==> src/adc_params.svh <==
`ifndef ADC_PARAMS_SVH
`define ADC_PARAMS_SVH

// ****************************************************************
// Register offsets.
// ****************************************************************
`define OFS_CTRL0    8'h00
`define OFS_CTRL1    8'h01
`define OFS_CTRL2    8'h02
`define OFS_STATUS   8'h03
`define OFS_RES_BASE 4'h1

// ****************************************************************
// Field positions.
// ****************************************************************
`define CTRL0_START  6
`define CTRL0_EXT    7
`define CTRL1_RES10  2
`define CTRL1_VREF   5
`define CTRL2_SH     0
`define CTRL2_PCLK   1

// ****************************************************************
// Reset values.
// ****************************************************************
`define RST_CTRL     8'h00
`define RST_ALT_PIN  3'h1

// ****************************************************************
// Conversion lengths in conversion clock cycles.
// ****************************************************************
`define CYC_8B_PLAIN  6'h31
`define CYC_10B_PLAIN 6'h3B
`define CYC_8B_SH     6'h1C
`define CYC_10B_SH    6'h21

`endif

==> src/adc_pkg.sv <==
package adc_pkg;

  // Operating modes of the sequencer.
  typedef enum logic [2:0] {
    MODE_ONESHOT = 3'h0,
    MODE_REPEAT  = 3'h1,
    MODE_SWEEP1X = 3'h2,
    MODE_RSWEEP0 = 3'h3,
    MODE_RSWEEP1 = 3'h4
  } mode_t;

  // Converter states, one-hot.
  typedef enum logic [1:0] {
    ST_IDLE = 2'h1,
    ST_CONV = 2'h2
  } state_t;

endpackage : adc_pkg

==> src/sar_adc_conversion_control.sv <==
// Operation
// - Ladder is disconnected from the reference pin while the connect bit is clear.
// - Ten-bit result: low eight bits even byte, upper two bits odd byte.
// - Eight-bit result goes only into the even byte.
// - Each result lands in the register of the pin converted.
// - Intermediate clock is main clock halved or not; then divided by 1, 2, 4.
// - Five modes: one-shot, repeat, single sweep, repeat sweep 0 and 1.
// - Software trigger starts a conversion when the start flag turns to one.
// - External trigger falling edge starts or restarts conversion while flag set.
// - Without sample-hold a pin takes 49 or 59 conversion clocks.
// - With sample-hold a pin takes 28 or 33 conversion clocks.
// - One-shot converts the selected pin exactly once.
// - One-shot end stops and clears the flag unless external trigger used.
// - Writing zero to the start flag aborts the conversion.
// - One-shot completion raises the interrupt request.
// - One-shot input is one of pins 0 to 7, read from its register.
`timescale 1ns/1ps
`include "adc_params.svh"

module sar_adc_conversion_control (
  input  wire logic       mclk_in,
  input  wire logic       rst_n_in,
  input  wire logic [7:0] reg_addr_in,
  input  wire logic [7:0] reg_wdata_in,
  input  wire logic       reg_wr_in,
  input  wire logic       reg_rd_in,
  output logic [7:0]      reg_rdata_out,
  input  wire logic       external_trigger_input_in,
  input  wire logic [9:0] conv_result_in,
  output logic            vref_connect_out,
  output logic [2:0]      analog_pin_sel_out,
  output logic            sample_hold_out,
  output logic            conv_active_out,
  output logic            adc_clock_tick_out,
  output logic            adc_irq_out,
  output adc_pkg::state_t conv_state_out
);
  import adc_pkg::*;

  // ****************************************************************
  // Declarations.
  // ****************************************************************
  logic [2:0] pin_sel_q;
  mode_t      mode_q;
  logic       start_q;
  logic       ext_q;
  logic [1:0] sweep_sel_q;
  logic       res10_q;
  logic [1:0] div_sel_q;
  logic       vref_q;
  logic       sh_q;
  logic       psel_q;
  state_t     state_q;
  logic [2:0] pin_q;
  logic [2:0] alt_q;
  logic [2:0] div_q;
  logic [5:0] cnt_q;
  logic       irq_q;
  logic [7:0] rdata_q;
  logic       trg_s1_q;
  logic       trg_s2_q;
  logic       trg_s3_q;
  logic [7:0] res_lo_q [8];
  logic [1:0] res_hi_q [8];
  logic       wr_c0;
  logic       wr_c1;
  logic       wr_c2;
  logic       abort;
  logic       sw_start;
  logic       ext_start;
  logic       begin_conv;
  logic       tick;
  logic       done;
  logic [3:0] period;
  logic [2:0] period_m1;
  logic [5:0] len;
  mode_t      mode_now;
  logic [2:0] first_pin;
  logic       stop_at_end;
  logic       irq_at_end;
  logic [2:0] next_pin;
  logic [2:0] last_pin;
  logic [7:0] rd_mux;

  // ****************************************************************
  // Register write decode.
  // ****************************************************************
  assign wr_c0 = reg_wr_in && (reg_addr_in == `OFS_CTRL0);
  assign wr_c1 = reg_wr_in && (reg_addr_in == `OFS_CTRL1);
  assign wr_c2 = reg_wr_in && (reg_addr_in == `OFS_CTRL2);

  // Control register 0 fields other than the start flag.
  always_ff @(posedge mclk_in or negedge rst_n_in) begin
    if (!rst_n_in) begin
      pin_sel_q <= 3'h0;
      mode_q    <= MODE_ONESHOT;
      ext_q     <= 1'b0;
    end else if (wr_c0) begin
      pin_sel_q <= reg_wdata_in[2:0];
      mode_q    <= mode_t'(reg_wdata_in[5:3]);
      ext_q     <= reg_wdata_in[`CTRL0_EXT];
    end
  end

  // Control registers 1 and 2.
  always_ff @(posedge mclk_in or negedge rst_n_in) begin
    if (!rst_n_in) begin
      sweep_sel_q <= 2'h0;
      res10_q     <= 1'b0;
      div_sel_q   <= 2'h0;
      vref_q      <= 1'b0;
      sh_q        <= 1'b0;
      psel_q      <= 1'b0;
    end else begin
      if (wr_c1) begin
        sweep_sel_q <= reg_wdata_in[1:0];
        res10_q     <= reg_wdata_in[`CTRL1_RES10];
        div_sel_q   <= reg_wdata_in[4:3];
        vref_q      <= reg_wdata_in[`CTRL1_VREF];
      end
      if (wr_c2) begin
        sh_q   <= reg_wdata_in[`CTRL2_SH];
        psel_q <= reg_wdata_in[`CTRL2_PCLK];
      end
    end
  end

  // The ladder follows the connect bit; cleared means no ladder current.
  assign vref_connect_out = vref_q;

  // ****************************************************************
  // Trigger detection.
  // ****************************************************************
  // Two-stage synchroniser plus one stage for edge detection.
  always_ff @(posedge mclk_in or negedge rst_n_in) begin
    if (!rst_n_in) begin
      trg_s1_q <= 1'b1;
      trg_s2_q <= 1'b1;
      trg_s3_q <= 1'b1;
    end else begin
      trg_s1_q <= external_trigger_input_in;
      trg_s2_q <= trg_s1_q;
      trg_s3_q <= trg_s2_q;
    end
  end

  // Start, restart and abort conditions.
  assign abort     = wr_c0 && !reg_wdata_in[`CTRL0_START];
  assign sw_start  = wr_c0 && reg_wdata_in[`CTRL0_START] && !start_q
                     && !reg_wdata_in[`CTRL0_EXT];
  assign ext_start = start_q && ext_q && trg_s3_q && !trg_s2_q && !wr_c0;
  assign begin_conv = sw_start || ext_start;

  // Start flag: a software write wins over the hardware clear.
  always_ff @(posedge mclk_in or negedge rst_n_in) begin
    if (!rst_n_in) begin
      start_q <= 1'b0;
    end else if (wr_c0) begin
      start_q <= reg_wdata_in[`CTRL0_START];
    end else if (done && stop_at_end && !ext_q) begin
      start_q <= 1'b0;
    end
  end

  // ****************************************************************
  // Conversion clock and length.
  // ****************************************************************
  // Divider period in main clock cycles, from prescale and divide select.
  always_comb begin
    case (div_sel_q)
      2'h0:    period = 4'h1;
      2'h1:    period = 4'h2;
      default: period = 4'h4;
    endcase
    if (!psel_q) begin
      period = {period[2:0], 1'b0};
    end
    period_m1 = period[2:0] - 3'h1;
  end

  // Cycles per pin from sample-hold and resolution.
  always_comb begin
    case ({sh_q, res10_q})
      2'h0:    len = `CYC_8B_PLAIN;
      2'h1:    len = `CYC_10B_PLAIN;
      2'h2:    len = `CYC_8B_SH;
      default: len = `CYC_10B_SH;
    endcase
  end

  assign tick = (state_q == ST_CONV) && (div_q == period_m1);
  assign done = tick && (cnt_q == len - 6'h01);

  // Main clock divider producing the conversion clock tick.
  always_ff @(posedge mclk_in or negedge rst_n_in) begin
    if (!rst_n_in) begin
      div_q <= 3'h0;
    end else if (begin_conv || (state_q != ST_CONV) || tick) begin
      div_q <= 3'h0;
    end else begin
      div_q <= div_q + 3'h1;
    end
  end

  // Conversion clock counter within one pin.
  always_ff @(posedge mclk_in or negedge rst_n_in) begin
    if (!rst_n_in) begin
      cnt_q <= 6'h00;
    end else if (begin_conv || done) begin
      cnt_q <= 6'h00;
    end else if (tick) begin
      cnt_q <= cnt_q + 6'h01;
    end
  end

  // ****************************************************************
  // Sequencer.
  // ****************************************************************
  assign mode_now  = wr_c0 ? mode_t'(reg_wdata_in[5:3]) : mode_q;
  assign first_pin = ((mode_now == MODE_ONESHOT) || (mode_now == MODE_REPEAT))
                     ? (wr_c0 ? reg_wdata_in[2:0] : pin_sel_q) : 3'h0;
  assign last_pin  = {sweep_sel_q, 1'b1};

  // What happens after each pin, per mode.
  always_comb begin
    stop_at_end = 1'b1;
    irq_at_end  = 1'b1;
    next_pin    = pin_q;
    case (mode_q)
      MODE_ONESHOT: begin
        stop_at_end = 1'b1;
        irq_at_end  = 1'b1;
      end
      MODE_REPEAT: begin
        stop_at_end = 1'b0;
        irq_at_end  = 1'b0;
      end
      MODE_SWEEP1X: begin
        stop_at_end = (pin_q == last_pin);
        irq_at_end  = (pin_q == last_pin);
        next_pin    = pin_q + 3'h1;
      end
      MODE_RSWEEP0: begin
        stop_at_end = 1'b0;
        irq_at_end  = 1'b0;
        next_pin    = (pin_q == last_pin) ? 3'h0 : pin_q + 3'h1;
      end
      MODE_RSWEEP1: begin
        stop_at_end = 1'b0;
        irq_at_end  = 1'b0;
        next_pin    = (pin_q != 3'h0) ? 3'h0 : alt_q;
      end
      default: begin
        stop_at_end = 1'b1;
        irq_at_end  = 1'b1;
      end
    endcase
  end

  // Converter state.
  always_ff @(posedge mclk_in or negedge rst_n_in) begin
    if (!rst_n_in) begin
      state_q <= ST_IDLE;
    end else begin
      case (state_q)
        ST_IDLE: begin
          if (begin_conv) begin
            state_q <= ST_CONV;
          end
        end
        ST_CONV: begin
          if (abort) begin
            state_q <= ST_IDLE;
          end else if (!begin_conv && done && stop_at_end) begin
            state_q <= ST_IDLE;
          end
        end
        default: state_q <= ST_IDLE;
      endcase
    end
  end

  // Pin under conversion and the rotating partner for repeat sweep 1.
  always_ff @(posedge mclk_in or negedge rst_n_in) begin
    if (!rst_n_in) begin
      pin_q <= 3'h0;
      alt_q <= `RST_ALT_PIN;
    end else if (begin_conv) begin
      pin_q <= first_pin;
      alt_q <= `RST_ALT_PIN;
    end else if (done) begin
      pin_q <= next_pin;
      if ((mode_q == MODE_RSWEEP1) && (pin_q == 3'h0)) begin
        alt_q <= (alt_q == 3'h7) ? 3'h1 : alt_q + 3'h1;
      end
    end
  end

  // ****************************************************************
  // Result registers and interrupt.
  // ****************************************************************
  // Each pin's register captures at the end of its own conversion.
  for (genvar i = 0; i < 8; i++) begin : g_res
    always_ff @(posedge mclk_in or negedge rst_n_in) begin
      if (!rst_n_in) begin
        res_lo_q[i] <= 8'h00;
        res_hi_q[i] <= 2'h0;
      end else if (done && (pin_q == 3'(i))) begin
        if (res10_q) begin
          res_lo_q[i] <= conv_result_in[7:0];
          res_hi_q[i] <= conv_result_in[9:8];
        end else begin
          res_lo_q[i] <= conv_result_in[9:2];
        end
      end
    end
  end

  // Request rises on the same edge that stores the result.
  always_ff @(posedge mclk_in or negedge rst_n_in) begin
    if (!rst_n_in) begin
      irq_q <= 1'b0;
    end else begin
      irq_q <= done && irq_at_end && !abort;
    end
  end

  // ****************************************************************
  // Register read.
  // ****************************************************************
  always_comb begin
    case (reg_addr_in)
      `OFS_CTRL0:  rd_mux = {ext_q, start_q, mode_q, pin_sel_q};
      `OFS_CTRL1:  rd_mux = {2'h0, vref_q, div_sel_q, res10_q, sweep_sel_q};
      `OFS_CTRL2:  rd_mux = {6'h00, psel_q, sh_q};
      `OFS_STATUS: rd_mux = {4'h0, pin_q, (state_q == ST_CONV)};
      default: begin
        if (reg_addr_in[7:4] == `OFS_RES_BASE) begin
          rd_mux = reg_addr_in[0] ? {6'h00, res_hi_q[reg_addr_in[3:1]]}
                                  : res_lo_q[reg_addr_in[3:1]];
        end else begin
          rd_mux = 8'h00;
        end
      end
    endcase
  end

  // Read data stand only in the cycle after the strobe.
  always_ff @(posedge mclk_in or negedge rst_n_in) begin
    if (!rst_n_in) begin
      rdata_q <= 8'h00;
    end else begin
      rdata_q <= reg_rd_in ? rd_mux : 8'h00;
    end
  end

  // Output assignments.
  assign reg_rdata_out      = rdata_q;
  assign analog_pin_sel_out = pin_q;
  assign sample_hold_out    = sh_q;
  assign conv_active_out    = (state_q == ST_CONV);
  assign adc_clock_tick_out = tick;
  assign adc_irq_out        = irq_q;
  assign conv_state_out     = state_q;

  // ****************************************************************
  // Assertions.
  // ****************************************************************
  logic [9:0] cyc_q;
  logic [8:0] exp_cyc;
  logic [7:0] conv_lo;
  logic [7:0] conv_up;
  logic       wd_vref;
  assign exp_cyc = 9'(len) * 9'(period);
  assign conv_lo = conv_result_in[7:0];
  assign conv_up = conv_result_in[9:2];
  assign wd_vref = reg_wdata_in[`CTRL1_VREF];

  // Counts cycles spent converting the current pin.
  always_ff @(posedge mclk_in or negedge rst_n_in) begin
    if (!rst_n_in) begin
      cyc_q <= 10'h000;
    end else if (begin_conv || done) begin
      cyc_q <= 10'h001;
    end else if (state_q == ST_CONV) begin
      cyc_q <= cyc_q + 10'h001;
    end
  end
endmodule : sar_adc_conversion_control

==> config.mk <==
export PLATFORM = sky130hd
export DESIGN_NAME = sar_adc_conversion_control
export DESIGN_NICKNAME = d
export VERILOG_FILES = /design/src/adc_pkg.sv /design/src/sar_adc_conversion_control.sv
export VERILOG_INCLUDE_DIRS = /design/src
export SDC_FILE = /design/constraint.sdc
export NUM_CORES = 1
export LEC_CHECK = 0
export BUFFER_PORTS_ARGS = -buffer_cell sky130_fd_sc_hd__clkbuf_2
export CAP_MARGIN = 20
export CORE_ASPECT_RATIO = 1.1
export CORE_MARGIN = 3
export CORE_UTILIZATION = 60
export DETAILED_ROUTE_END_ITERATION = 8
export HOLD_SLACK_MARGIN = 0.15
export PLACE_DENSITY = 0.78
export SYNTH_ARGS = -nofsm -noshare
export SYNTH_HDL_FRONTEND = slang
export SYNTH_SLANG_ARGS = --single-unit
export TNS_END_PERCENT = 10
==> constraint.sdc <==
create_clock -name mclk_in -period 2.9 [get_ports mclk_in]
set_input_delay 0.435 -clock mclk_in [delete_from_list [all_inputs] [get_ports mclk_in]]
set_output_delay 0.435 -clock mclk_in [all_outputs]
set_load 0.03 [all_outputs]
==> impl_metrics.ini <==
[status]
outcome = completed

[global_route]
grt_overflow = 0
grt_start_max_net_pins = 57
grt_use_total = 0.2699
antenna_found_initial = 0
grt_pass1_wl_um = 25040
grt_pass1_vias = 4778

[synthesis]
syn_inst = 501
ys.flop_type = dfrtp_1
synthArstFlopShare = 1.000
synth_edf_count = 0
netlist_area_um2 = 6462
ys_seq_elements = 125
synth_seq_area_share = 0.4850
syn-num-nets = 546
ys_warn_count = 0
synth.avg_cell_area_um2 = 12.90
ys_types = 58

[clocking]
cts_buffers = 17
clock-root-buffer = clkbuf_16
h-tree-depth = 4
clock_path_buffers = 2
clk_latency_ps = 420
cts.sinks = 125
cts_tree = done
path_clk_slew_ps = 60

[floorplan]
die-area_um2 = 12050
initial_core_util = 0.6189
io_pins = 49
die_w_um = 105.0
design.core.area_um2 = 10440
std_cell_rows = 39
dieHeight_um = 114.8

[critical_path]
ff2ff_path_depth = 9
cp-start-kind = flop
crit_arrival_ps = 2330
startpoint = div_sel_q[0]$_DFFE_PN0P_
endpoint_kind = output port
required_ps = 2470
timing.rr.end = res_hi_q[8]$_DFFE_PN0P_
r2r_slack_ps = 230
path_max_fanout = 13
crit_path_end = adc_clock_tick_out
crit_type = flop to output port
r2r_start = div_sel_q[0]$_DFFE_PN0P_

[drt]
viasPerCell = 6.265
wl_um = 15200
drt.antenna.violating_nets = 0
drcViolationCount = 0
vias = 4523
dr.first_iter.drc_count = 294
wire_per_inst_um = 21.05
drt_pre_antenna_iters = 5

[power]
switchingPower_mw = 1.048
power_frac_clock = 0.492
p_leak_nw = 3.342
swShare = 0.2377
comb_power_share = 0.085
p_total_mw = 4.410
seq_power_share = 0.423
p_int_mw = 3.362
power_density_nw_per_um2 = 582.7
peakVddDrop_uv = 439.7

[sta]
skew_ps = 7.772
grt_setup_unrepaired = false
slew_headroom = 0.4955
period_share = 0.9530
setup-tns-final_ps = 0
final_hold_viol_count = 0
finalSetupViolations = 0
maxSlewViolCount = 0
clock.fmax_ghz = 0.3618
worst_slack_ps = 136.2
worst_pin_slew_ps = 755.2
hold_ws_ps = 220.1
period_needed_ps = 2764

[placement]
dpl.hpwl_um = 10220
gp_congestion = 0.8865
port_buffers = 48
place_ws_ps = 165.7
placedCellCount = 688

[cells_and_area]
syn2layout_area_growth_pct = 17.12
final_common_cell = dfrtp_1
nNetsFinal = 611
drive_above_1_share = 0.3886
final_cell_mix = dfrtp_1 (119), mux2_2 (87), clkbuf_2 (46), nand2_1 (36), mux4_2 (22)
final_cells = 722
multi_input_area_um2 = 3184
num-fill-cells = 712
seq_area_um2 = 3136
n_antenna_cell = 0

[job]
maxCapViolCount = 0

[hold_path]
hold_class = input port to flop
-- Yosys cell counts, types with 2 or more instances --
cell | count | area, µm²
o22ai_1 | 2 | 12.51
o31ai_1 | 4 | 30.03
mux2_2 | 87 | 979.7
mux4_2 | 22 | 495.5
a32oi_1 | 2 | 17.52
a31oi_1 | 3 | 18.77
xor2_1 | 4 | 35.03
ha_1 | 14 | 175.2
buf_6 | 3 | 33.78
nand3b_1 | 3 | 22.52
or3b_1 | 3 | 26.28
nand3_4 | 2 | 35.03
o21ai_0 | 17 | 85.08
nand3_2 | 2 | 20.02
mux2i_1 | 13 | 130.1
nor4_1 | 4 | 25.02
a21o_1 | 3 | 22.52
mux2_1 | 12 | 135.1
buf_2 | 9 | 45.04
nor3_1 | 11 | 55.05
nand4_4 | 5 | 106.4
a41oi_1 | 2 | 17.52
clkbuf_1 | 6 | 22.52
nor2_1 | 12 | 45.04
a21oi_1 | 13 | 65.06
nor3b_1 | 2 | 15.01
o2bb2ai_1 | 2 | 17.52
dfstp_2 | 5 | 131.4
nor2b_1 | 4 | 25.02
or4_1 | 2 | 15.01
nand2_1 | 36 | 135.1
buf_1 | 3 | 11.26
and2_1 | 9 | 56.30
or3_1 | 3 | 18.77
nand2b_1 | 4 | 25.02
and3_1 | 2 | 12.51
dfrtp_1 | 120 | 3003
xnor2_1 | 5 | 43.79
o21a_1 | 2 | 15.01
nand4_1 | 3 | 18.77
o32a_1 | 2 | 20.02
inv_1 | 7 | 26.28
nand3_1 | 17 | 85.08
-- final cells by class --
| class | count | share of cell area |
|---|---|---|
| Inverter | 8 | 0.004959 |
| Tap cell | 143 | 0.02364 |
| Sequential cell | 125 | 0.4143 |
| Multi-Input combinational cell | 346 | 0.4207 |
| Clock buffer | 20 | 0.05902 |
| Clock inverter | 12 | 0.02116 |
| Timing Repair Buffer | 68 | 0.05621 |
-- worst max-delay path, stage by stage (launching register included) --
cell and delay (ps):
dfrtp_1 440, nor3b_4 240, inv_1 60, ha_1 300, xor2_1 150, and2_1 190, nand4_4 140, inv_8 170
clkbuf_4 220
-- how the worst min path moves through the flow --
stage	from	endpoint	slack, ps	depth (start not counted)
after floorplan	rst_n_in	adc_irq_out$_DFF_PN0_	140	0
after global placement	trg_s1_q$_DFF_PN1_	trg_s2_q$_DFF_PN1_	350	0
after detailed placement	trg_s1_q$_DFF_PN1_	trg_s2_q$_DFF_PN1_	350	0
after CTS	reg_wdata_in[7]	ext_q$_DFFE_PN0N_	210	3
after global routing	reg_wdata_in[7]	ext_q$_DFFE_PN0N_	230	3
final	reg_wdata_in[7]	ext_q$_DFFE_PN0N_	220	3
-- registers in the layout (all words and copies together) (netlist names), 3 cells and up --
name / count
res_hi_q: 16
res_lo_q: 64
mode_q: 3
pin_sel_q: 3
reg_rdata_out: 8
div_q: 3
alt_q: 3
cnt_q: 6
analog_pin_sel_out: 3
-- cells by family after synthesis --
kind of cell	count (synthesis)	share of synthesized area
simple gates	132	0.1262
xor+xnor	9	0.01220
fa+ha+maj	14	0.02711
mux	134	0.2693
compound gates	57	0.05692
flops	125	0.4850
buf+inv	30	0.02323
-- stage by stage --
stage / utilization / cell area, µm²
after global placement: 0.6631 / 6924
after detailed placement: 0.6631 / 6924
after CTS: 0.7233 / 7553
after floorplan: - / 6462
after global routing: 0.7248 / 7569
final: 0.7248 / 7569
-- layer usage --
layer / vias up / part of all wire / track usage
li1: 2002 / - / -
met1: 2293 / 0.40 / 0.3331
met2: 178 / 0.51 / 0.4536
met3: 50 / 0.061 / 0.06850
met4: 0 / 0.032 / 0.1216
met5: - / 0 / 0
-- power by group through the flow --
stage	combinational (mW)	clock [mW]	sequential, mW
after floorplan	0.228	0	1.88
after detailed placement	0.367	0	1.89
after CTS	0.375	2.19	1.86
after global routing	0.411	2.29	1.87
final	0.373	2.17	1.87
after global placement	0.354	0	1.89
-- what timing repair did --
action,4_1_cts,5_1_grt
pin swaps,0,1
gates resized for setup,1,6
buffers inserted,0,0
endpoints found under the hold margin,30,0
endpoints found under the setup margin,1,1
hold buffers,2,0
Note: power is estimated with default switching activity, not from simulation.
